==> config.mk <==
export PLATFORM = sky130hd
export DESIGN_NAME = lbf_top
export DESIGN_NICKNAME = d
export VERILOG_FILES = /design/src/rtl/lbf_pkg.sv /design/src/rtl/lbf_event_ch.sv /design/src/rtl/lbf_top.sv
export SDC_FILE = /design/constraint.sdc
export NUM_CORES = 1
export LEC_CHECK = 0
export BUFFER_PORTS_ARGS = -buffer_cell sky130_fd_sc_hd__clkbuf_2
export CORE_AREA = 3 3 173 158
export DETAILED_ROUTE_END_ITERATION = 10
export DIE_AREA = 0 0 176 161
export PLACE_DENSITY = 0.4
export SLEW_MARGIN = 20
export SYNTH_ARGS = -nofsm -noshare
export SYNTH_HDL_FRONTEND = slang
export SYNTH_SLANG_ARGS = --single-unit
==> constraint.sdc <==
create_clock -name sys_clk -period 2 [get_ports sys_clk]
set_clock_uncertainty 0.15 [all_clocks]
set_input_delay 0.3 -clock sys_clk [delete_from_list [all_inputs] [get_ports sys_clk]]
set_output_delay 0.3 -clock sys_clk [all_outputs]
set_load 0.01 [all_outputs]
==> src/rtl/lbf_pkg.sv <==
// lbf_pkg: constants, types and register layout for the low bus fault response select block
// assumes a single 100 MHz clock domain and byte-wide register access
package lbf_pkg;
  // ==========================================================
  // register map
  localparam logic [7:0] LBF_ADDR_CTRL1 = 8'hB0;
  localparam logic [7:0] LBF_ADDR_RESP = 8'hB1;
  localparam logic [7:0] LBF_ADDR_STATUS = 8'hD2;
  localparam logic [7:0] LBF_RESET_VAL = 8'h00;
  localparam int LBF_IND_EN_BIT = 7;
  localparam int LBF_CLR_BIT = 6;
  localparam int LBF_NUM_EV = 3;
  localparam int LBF_FIELD_W = 2;
  // event index: also field index and status bit
  localparam int LBF_EV_OUT_OV = 0;
  localparam int LBF_EV_OUT_UV = 1;
  localparam int LBF_EV_IN_OV = 2;
  // ==========================================================
  // timing
  localparam int LBF_CLK_MHZ = 100;
  localparam int LBF_HICCUP_MS = 500;
  localparam int LBF_HICCUP_CYC = LBF_HICCUP_MS * 1000 * LBF_CLK_MHZ;
  localparam int LBF_CNT_W = 26;
  // ==========================================================
  // types
  typedef enum logic [1:0] {
    LBF_RESP_FLAG = 2'h0,
    LBF_RESP_HICCUP = 2'h1,
    LBF_RESP_LATCH = 2'h2,
    LBF_RESP_FLAG2 = 2'h3
  } lbf_resp_t;
  typedef enum logic [1:0] {
    LBF_ST_RUN = 2'h0,
    LBF_ST_HALT = 2'h1,
    LBF_ST_WAIT = 2'h2,
    LBF_ST_LATCHED = 2'h3
  } lbf_state_t;
  typedef struct packed {
    logic wr_en;
    logic [7:0] addr;
    logic [7:0] wdata;
  } lbf_wr_t;
endpackage

==> src/rtl/lbf_event_ch.sv <==
// lbf_event_ch: per-event halt state machine with hiccup restart counter
// assumes fault_i already synchronised and on sys_clk
`timescale 1ns/1ps
module lbf_event_ch
  import lbf_pkg::*;
#(
  parameter logic [LBF_CNT_W-1:0] HICCUP_CYC = LBF_CNT_W'(LBF_HICCUP_CYC)
) (
  input wire logic sys_clk,
  input wire logic rstn,
  input wire logic fault_i,
  input wire lbf_pkg::lbf_resp_t resp_i,
  input wire logic restart_i,
  output logic halt_o
);
  lbf_state_t st_r, st_nxt;
  logic [LBF_CNT_W-1:0] cnt_r, cnt_nxt;

  always_comb begin
    st_nxt = st_r;
    cnt_nxt = cnt_r;
    unique case (st_r)
      LBF_ST_RUN: begin
        cnt_nxt = '0;
        if (fault_i && resp_i == LBF_RESP_HICCUP) begin
          st_nxt = LBF_ST_HALT;
        end else if (fault_i && resp_i == LBF_RESP_LATCH) begin
          st_nxt = LBF_ST_LATCHED;
        end
      end
      LBF_ST_HALT: begin
        cnt_nxt = '0;
        if (!fault_i) begin
          st_nxt = LBF_ST_WAIT;
        end
      end
      LBF_ST_WAIT: begin
        if (fault_i) begin
          st_nxt = LBF_ST_HALT;
          cnt_nxt = '0;
        end else if (cnt_r >= HICCUP_CYC - LBF_CNT_W'(1)) begin
          st_nxt = LBF_ST_RUN;
          cnt_nxt = '0;
        end else begin
          cnt_nxt = cnt_r + LBF_CNT_W'(1);
        end
      end
      LBF_ST_LATCHED: begin
        // only an enable toggle frees it, even if fault stays gone
        if (restart_i) begin
          st_nxt = LBF_ST_RUN;
        end
      end
    endcase
  end

  always_ff @(posedge sys_clk or negedge rstn) begin
    if (!rstn) begin
      st_r <= LBF_ST_RUN;
      cnt_r <= '0;
    end else begin
      st_r <= st_nxt;
      cnt_r <= cnt_nxt;
    end
  end

  assign halt_o = (st_r != LBF_ST_RUN);

  chk_wait_bounded: assert property (@(posedge sys_clk) disable iff (!rstn)
    (st_r == LBF_ST_WAIT) |-> (cnt_r < HICCUP_CYC))
    else $error("hiccup counter overran");
  chk_refault_restart: assert property (@(posedge sys_clk) disable iff (!rstn)
    (st_r == LBF_ST_WAIT && fault_i) |=> (st_r == LBF_ST_HALT && cnt_r == '0))
    else $error("refault did not restart delay");
  chk_latch_holds: assert property (@(posedge sys_clk) disable iff (!rstn)
    (st_r == LBF_ST_LATCHED && !restart_i) |=> (st_r == LBF_ST_LATCHED))
    else $error("latch-off released without toggle");
endmodule

==> src/rtl/lbf_top.sv <==
// lbf_top: low voltage bus fault response selection with control, response and status registers
// assumes fault inputs and enables come from other domains; register writes are on sys_clk
`timescale 1ns/1ps
module lbf_top
  import lbf_pkg::*;
#(
  parameter logic [LBF_CNT_W-1:0] HICCUP_CYC = LBF_CNT_W'(LBF_HICCUP_CYC)
) (
  input wire logic sys_clk,
  input wire logic rstn,
  input wire lbf_pkg::lbf_wr_t reg_wr,
  input wire logic [7:0] reg_raddr,
  input wire logic [LBF_NUM_EV-1:0] fault_in,
  input wire lbf_pkg::lbf_resp_t strap_resp,
  input wire logic sw_enable,
  input wire logic chip_enable,
  output logic [7:0] reg_rdata,
  output logic fault_flag_n,
  output logic switching_on
);
  import lbf_pkg::*;

  // ==========================================================
  // input synchronisers
  logic [LBF_NUM_EV+1:0] sync1_r, sync2_r;
  logic [1:0] strap1_r, strap2_r;
  // enables idle high; starting the chain there avoids a false toggle after reset
  localparam logic [LBF_NUM_EV+1:0] SYNC_IDLE = {2'h3, {LBF_NUM_EV{1'b0}}};
  always_ff @(posedge sys_clk or negedge rstn) begin
    if (!rstn) begin
      sync1_r <= SYNC_IDLE;
      sync2_r <= SYNC_IDLE;
      strap1_r <= '0;
      strap2_r <= '0;
    end else begin
      sync1_r <= {chip_enable, sw_enable, fault_in};
      sync2_r <= sync1_r;
      strap1_r <= strap_resp;
      strap2_r <= strap1_r;
    end
  end
  logic [LBF_NUM_EV-1:0] fault_s;
  assign fault_s = sync2_r[LBF_NUM_EV-1:0];

  // ==========================================================
  // registers
  logic [7:0] ctrl1_r, ctrl1_nxt, resp_r, resp_nxt;
  logic [LBF_NUM_EV-1:0] stat_r, stat_nxt;
  logic [1:0] en_d_r;
  logic restart;
  logic [7:0] rdata_nxt;
  logic clr;
  assign clr = ctrl1_r[LBF_CLR_BIT];
  // a toggle is any edge on either enable
  assign restart = (en_d_r != sync2_r[LBF_NUM_EV+1:LBF_NUM_EV]);

  always_comb begin
    ctrl1_nxt = ctrl1_r;
    resp_nxt = resp_r;
    if (reg_wr.wr_en && reg_wr.addr == LBF_ADDR_CTRL1) begin
      ctrl1_nxt = reg_wr.wdata;
    end
    if (reg_wr.wr_en && reg_wr.addr == LBF_ADDR_RESP) begin
      resp_nxt = reg_wr.wdata;
    end
    // held clear while bit is one; faults re-set the cycle it returns to zero
    if (clr) begin
      stat_nxt = '0;
    end else begin
      stat_nxt = stat_r | fault_s;
    end
    unique case (reg_raddr)
      LBF_ADDR_CTRL1: rdata_nxt = ctrl1_r;
      LBF_ADDR_RESP: rdata_nxt = resp_r;
      LBF_ADDR_STATUS: rdata_nxt = {{(8 - LBF_NUM_EV){1'b0}}, stat_r};
      default: rdata_nxt = LBF_RESET_VAL;
    endcase
  end

  always_ff @(posedge sys_clk or negedge rstn) begin
    if (!rstn) begin
      ctrl1_r <= LBF_RESET_VAL;
      resp_r <= LBF_RESET_VAL;
      stat_r <= '0;
      en_d_r <= 2'h3;
      reg_rdata <= LBF_RESET_VAL;
    end else begin
      ctrl1_r <= ctrl1_nxt;
      resp_r <= resp_nxt;
      stat_r <= stat_nxt;
      en_d_r <= sync2_r[LBF_NUM_EV+1:LBF_NUM_EV];
      reg_rdata <= rdata_nxt;
    end
  end

  // ==========================================================
  // per-event response selection and halt tracking
  logic [LBF_NUM_EV-1:0] halt;
  lbf_resp_t sel_resp [LBF_NUM_EV];
  genvar gi;
  generate
    for (gi = 0; gi < LBF_NUM_EV; gi++) begin : g_ev
      // fields at 1:0, 3:2, 5:4; code 11 falls through as flag only
      assign sel_resp[gi] = ctrl1_r[LBF_IND_EN_BIT] ?
        lbf_resp_t'(resp_r[gi*LBF_FIELD_W +: LBF_FIELD_W]) :
        lbf_resp_t'(strap2_r);
      lbf_event_ch #(
        .HICCUP_CYC(HICCUP_CYC)
      ) u_ch (
        .sys_clk(sys_clk),
        .rstn(rstn),
        .fault_i(fault_s[gi]),
        .resp_i(sel_resp[gi]),
        .restart_i(restart),
        .halt_o(halt[gi])
      );
    end
  endgenerate

  // ==========================================================
  // outputs
  logic flag_n_nxt, sw_on_nxt;
  always_comb begin
    flag_n_nxt = ~(|stat_nxt);
    // codes 00 and 11 never halt, so switching stays on for them
    sw_on_nxt = ~(|halt);
  end

  always_ff @(posedge sys_clk or negedge rstn) begin
    if (!rstn) begin
      fault_flag_n <= 1'b1;
      switching_on <= 1'b1;
    end else begin
      fault_flag_n <= flag_n_nxt;
      switching_on <= sw_on_nxt;
    end
  end

  // ==========================================================
  // checks
  chk_status_sets: assert property (@(posedge sys_clk) disable iff (!rstn)
    (fault_s[LBF_EV_OUT_OV] && !clr) |=> stat_r[LBF_EV_OUT_OV])
    else $error("out ov status not set");
  chk_uv_status: assert property (@(posedge sys_clk) disable iff (!rstn)
    (fault_s[LBF_EV_OUT_UV] && !clr) |=> stat_r[LBF_EV_OUT_UV])
    else $error("out uv status not set");
  chk_inov_status: assert property (@(posedge sys_clk) disable iff (!rstn)
    (fault_s[LBF_EV_IN_OV] && !clr) |=> stat_r[LBF_EV_IN_OV])
    else $error("in ov status not set");
  chk_flag_follows: assert property (@(posedge sys_clk) disable iff (!rstn)
    $rose(|stat_r) |-> !fault_flag_n)
    else $error("fault flag not low with status");
  chk_clear_works: assert property (@(posedge sys_clk) disable iff (!rstn)
    clr |=> (stat_r == '0))
    else $error("status not cleared");
  chk_flag_only: assert property (@(posedge sys_clk) disable iff (!rstn)
    (sel_resp[LBF_EV_OUT_OV] inside {LBF_RESP_FLAG, LBF_RESP_FLAG2} && !halt[LBF_EV_OUT_OV])
      |=> !halt[LBF_EV_OUT_OV])
    else $error("flag-only response halted");
  chk_hiccup_halts: assert property (@(posedge sys_clk) disable iff (!rstn)
    (fault_s[LBF_EV_OUT_UV] && sel_resp[LBF_EV_OUT_UV] == LBF_RESP_HICCUP) |=> ##1 !switching_on)
    else $error("hiccup did not stop switching");
  chk_strap_used: assert property (@(posedge sys_clk) disable iff (!rstn)
    !ctrl1_r[LBF_IND_EN_BIT] |-> (sel_resp[LBF_EV_IN_OV] == lbf_resp_t'(strap2_r)))
    else $error("strap default not applied");
endmodule

# After elaboration in Yosys (flattened, before gate mapping)
# Cells that the tools add are included.
# totals
elab_cells	117
latch_bits	0
regBits	129
rom_bits	0
ram_bits	0
inputBits	34
n_memories	0
out_inout_bits	10
# classes
add_sub_neg	3
n_mux	33
n_lt_le_gt_ge	3
n_eq_ne	33
n_bitwise	3
mul	0
div_mod_pow	0
reduce_logical	25
shift	0
# ops
cell	n
26-bit two-way mux	6
26-bit one-hot mux with 2 select lines	3
26-bit by 1-bit adder with 26-bit output (second input constant)	3
26-bit greater-or-equal comparator (second input constant)	3
8-bit == test (second input constant)	5
2-bit two-way mux	19
2-bit one-hot mux with 4 select lines	3
8-bit one-hot mux with 3 select lines	1
2-bit == test (second input constant)	9
2-bit by 1-bit == test with 1-bit output (second input constant)	6
4-bit AND reduction	3
2-bit nonzero test	6
2-bit inequality test (second input constant)	5
3-bit by 1-bit inequality test with 1-bit output (second input constant)	3
3-bit by 2-bit inequality test with 1-bit output (second input constant)	3
1-bit logical AND	8
2-bit logical NOT	3
2-bit OR reduction	3
3-bit OR reduction	2
3-bit two-way mux	1
3-bit OR	1
2-bit by 1-bit inequality test with 1-bit output (second input constant)	1
2-bit inequality test	1
1-bit inverter	2

# Logic depth before layout (Yosys ltp)
# logic_depth
depth_word	6
depth_mapped	7
depth_no_buf	6

# By module
# From an unflattened synthesis, not the netlist that was laid out.
# hier_totals
cells_unflattened	720
hier_area_um2	7230.7
# by_module_without_submodules
mod	seq_area_each_um2	instances	cells_per_inst	area_each_um2
lbf_event_ch	700.7	3	201	1846.8
lbf_top	1136.1	1	117	1690.4

# Worst setup path before layout
# Ideal clock, no wire load.
# synth_timing
path_type	register -> register
from	reg g_ev[0].u_ch.cnt_r[16]
to	reg g_ev[0].u_ch.cnt_r[11]
required_ps	1731
period_less_slack_ps	2256
setup_ps	119
stages_incl_launch_ff	7
setup_slack_ps	-256
n_path_buf	1
t_arrival_ps	1987
path_cell_list	dfrtp_1 -> or4_1 -> o31a_1 -> or3_4 -> a31oi_4 -> buf_6 -> nor2_1
# synth_via
elab_chain_len	4
# synth_rtl
element	line	text
start: declaration	lbf_event_ch.sv:17	logic [LBF_CNT_W-1:0] cnt_r, cnt_nxt;
start signal: assignment	lbf_event_ch.sv:63	cnt_r <= cnt_nxt;
26-bit greater-or-equal comparator	lbf_event_ch.sv:41	end else if (cnt_r >= HICCUP_CYC - LBF_CNT_W'(1)) begin
26-bit two-way mux	lbf_event_ch.sv:41	
26-bit two-way mux	lbf_event_ch.sv:38	if (fault_i) begin
26-bit one-hot mux with 2 select lines	lbf_event_ch.sv:22	unique case (st_r)
# Every way passes these cells.
# A chain may end at the register's enable or synchronous reset.

# Worst setup path in the final report
# layout_timing
from	reg g_ev[0].u_ch.cnt_r[8]
to	reg g_ev[0].u_ch.cnt_r[25]
# layout_via
elab_chain_len	4
word_cells_on_any_way	5
cone_classes	add/sub (1); order compare (1); mux (3)
# layout_rtl
element	line
26-bit by 1-bit adder with 26-bit output or 26-bit greater-or-equal comparator (tied branches)	lbf_event_ch.sv:45, lbf_event_ch.sv:41
26-bit two-way mux (*)	lbf_event_ch.sv:41
26-bit two-way mux (*)	lbf_event_ch.sv:38
26-bit one-hot mux with 2 select lines (*)	lbf_event_ch.sv:22
# Every way passes the cells marked *; elsewhere a longest branch is shown, timed or not.

==> flow_metrics.env <==
export IMPL_synthArstFlopShare_pct=100.0
export IMPL_hold_path_class="input port to flip-flop"
export IMPL_synth_top_area_share_pct=49.53
export IMPL_io_pins=44
export IMPL_grt_pass1_vias=5139
export IMPL_multiInputGateArea_um2=3010
export IMPL_yosysMostFrequentCell="dfrtp_1"
export IMPL_nFillCells=2614
export IMPL_period_share_pct=111.6
export IMPL_cp_required_ns=2.15
export IMPL_maxSlewViolCount=0
export IMPL_die_w_um=176
export IMPL_critPathKind="flip-flop to flip-flop"
export IMPL_clk_pin_slew_worst_paths_ns=0.06
export IMPL_synthTopCellsByCount="dfrtp_1, nor2_1, xor2_1, nand2_1, nand4_1"
export IMPL_insertion_delay_ns=0.42
export IMPL_timing_hold_ws_ns=0.07139
export IMPL_yosysWarnings=0
export IMPL_drt_initial_drc_count=225
export IMPL_slowest_stage="or4_1"
export IMPL_layout_setup_ws_ns=-0.2313
export IMPL_leakage_uw=0.003645
export IMPL_seqCellArea_um2=3239
export IMPL_cts_tree="done"
export IMPL_cp_top_family="simple AND/OR/NAND/NOR gates"
export IMPL_grt_max_degree=34
export IMPL_avgSynthCellArea_um2=10.21
export IMPL_ctsHtreeMaxLevel=4
export IMPL_synthCells=599
export IMPL_finalNetCount=801
export IMPL_wirelength_um=15000
export IMPL_ys_flop_type="dfrtp_1"
export IMPL_die_h_um=161
export IMPL_setup_violations=54
export IMPL_synth_area_leaders="dfrtp_1, xor2_1, nor2_1"
export IMPL_ys_ff_latch=129
export IMPL_drive_gt1_share_pct=32.43
export IMPL_max_freq_ghz=0.4482
export IMPL_status="finished with violations"
export IMPL_dr_pass1_iters=4
export IMPL_dieArea_um2=28340
export IMPL_crit_fanout=20
export IMPL_cp_arrival_ns=2.38
export IMPL_start_kind="flip-flop"
export IMPL_cts_sinks=129
export IMPL_cts_buffer_depth=2
export IMPL_hold_violations=0
export IMPL_synth_nets=636
export IMPL_violations="setup timing"
export IMPL_slowest_delay_ns=0.51
export IMPL_grt_pass1_wl_um=25670
export IMPL_rsz0062_at_grt="yes"
export IMPL_core_area_um2=25850
export IMPL_critPathCaptureType="flip-flop"
export IMPL_crit_buf_inv=1
export IMPL_drc_errors=0
export IMPL_yosysSeqAreaShare_pct=52.97
export IMPL_ir_worst_vdd_mv=0.4055
export IMPL_vias=4946
export IMPL_detail_route_antenna_nets=0
export IMPL_num_antenna_cells=0
export IMPL_gp_congestion=0.7683
export IMPL_cts_root_buf="clkbuf_16"
export IMPL_path_cells="or4_1, o31a_1, or3_4, a31oi_4, buf_12, nor2_1"
export IMPL_viasPerCell=4.396
export IMPL_cap_viol_max_count=0
export IMPL_fin_setup_tns_ns=-10.00
export IMPL_synth_cell_types=53
export IMPL_antenna_found_initial=0
export IMPL_syn_area_um2=6113
export IMPL_power_density_nw_per_um2=859.6
export IMPL_slew_headroom_pct=63.13
export IMPL_place_hpwl_um=10490
export IMPL_num_rows=56
export IMPL_routedWlPerCell_um=13.33
export IMPL_overflow=0
export IMPL_numCtsBuffers=17
export IMPL_synth_edf_count=0
export IMPL_port_buffers=43
export IMPL_period_needed_ns=2.231
export IMPL_area_delta_synth_final_pct=40.65
export IMPL_worst_slew_pin_transition_ns=0.5453
export IMPL_synth_top_cell_by_area="dfrtp_1"
export IMPL_gr_usage_all_layers_pct=11.17
export IMPL_initial_core_util_pct=23.64
[logic make-up (layout without fill, tap and decap cells)]
family                     Yosys count  count (layout)  share of synthesized area, %
and+or+nand+nor                    292             292                         24.13
AOI/OAI and AO/OA                   53              53                         5.895
xor gates and xnor gates            71              71                         10.17
adders and majority gates            3               3                        0.6141
buffers and inverters               27             205                         1.965
muxes                               24              24                         4.257
DFF                                129             129                         52.97
[where the power goes]
group          switching [µW]  leakage (µW)  internal, µW  total (µW)
clock network            1190      0.000276          1850        3040
logic                     799       0.00165           702        1500
registers                 105       0.00172          2740        2850
total                    2090       0.00364          5300        7390
[registers in the layout (all words and copies together), names as in the netlist, 2 cells and up]
name,flops
strap1_r,2
ctrl1_r,8
reg_rdata,8
g_ev.u_ch.st_r,6
en_d_r,2
strap2_r,2
g_ev.u_ch.cnt_r,78
resp_r,8
stat_r,3
sync2_r,5
sync1_r,5
[placed cells by master, fill, tap and decap left out, drive strengths merged, types with 21 or more instances in the layout]
cell type  synthesis  final
nor2              98     98
xor2              57     57
dfrtp            121    121
nand2             52     52
buf                5    101
nand4             31     31
clkbuf             9     65
nand3             26     26
nor3              21     21
[area by class of cell]
| class | count | share of cell area, % |
|---|---|---|
| clock buffer | 22 | 5.632 |
| clock inverter | 10 | 1.164 |
| inverter | 13 | 0.5675 |
| multi-input combinational | 443 | 35.01 |
| sequential | 129 | 37.67 |
| tap | 348 | 5.064 |
| timing repair buffer | 160 | 14.89 |
[routing by layer]
| layer | GRT usage [%] | part of all wire, % | vias to the layer above |
|---|---|---|---|
| li1 | - | - | 2426 |
| met1 | 15.14 | 49 | 2459 |
| met2 | 17.84 | 47 | 49 |
| met3 | 2.962 | 2.5 | 12 |
| met4 | 2.807 | 0.89 | 0 |
| met5 | 0 | 0 | - |
[tightest hold or removal path, stage by stage]
cell and delay, ns:
clkbuf_2 0.09, nor4b_1 0.07, nand2_1 0.06, o21ai_0 0.07
[through the flow]
stage / setup WS [ns] / std cells / utilization (%) / total power (µW) / cell area [µm²]
finish: -0.2313 / 1125 / 33.26 / 7391 / 8598
global placement: -0.2094 / 1068 / 28.98 / 4029 / 7492
detailed placement: -0.2466 / 1068 / 28.98 / 4052 / 7492
CTS: -0.2487 / 1122 / 32.75 / 7475 / 8467
global route: -0.3095 / 1125 / 33.26 / 7783 / 8598
floorplan: -0.1944 / 599 / - / 3486 / 6137
[final timing paths]
kind                                  startpoint                      to  slack (ns)  cells after the start
min                                 reg_raddr[5]            reg_rdata[1]        0.07                      4
max in group asynchronous                   rstn  g_ev[1].u_ch.cnt_r[19]        0.91                      3
max reg2reg                g_ev[0].u_ch.cnt_r[8]  g_ev[0].u_ch.cnt_r[25]       -0.23                      6
max                        g_ev[0].u_ch.cnt_r[8]  g_ev[0].u_ch.cnt_r[25]       -0.23                      6
min reg2reg                           sync1_r[1]              sync2_r[1]        0.20                      0
min in group asynchronous                   rstn  g_ev[0].u_ch.cnt_r[23]        0.15                      2
[repair_timing]
item	4_1_cts	5_1_grt
gates resized for setup	30	40
gates cloned	2	1
endpoints found under the setup margin	77	79
setup buffers	5	5
hold buffers	16	0
hold endpoints to repair	145	0
pin swaps	9	13
Power figures use the tool's default switching activity.
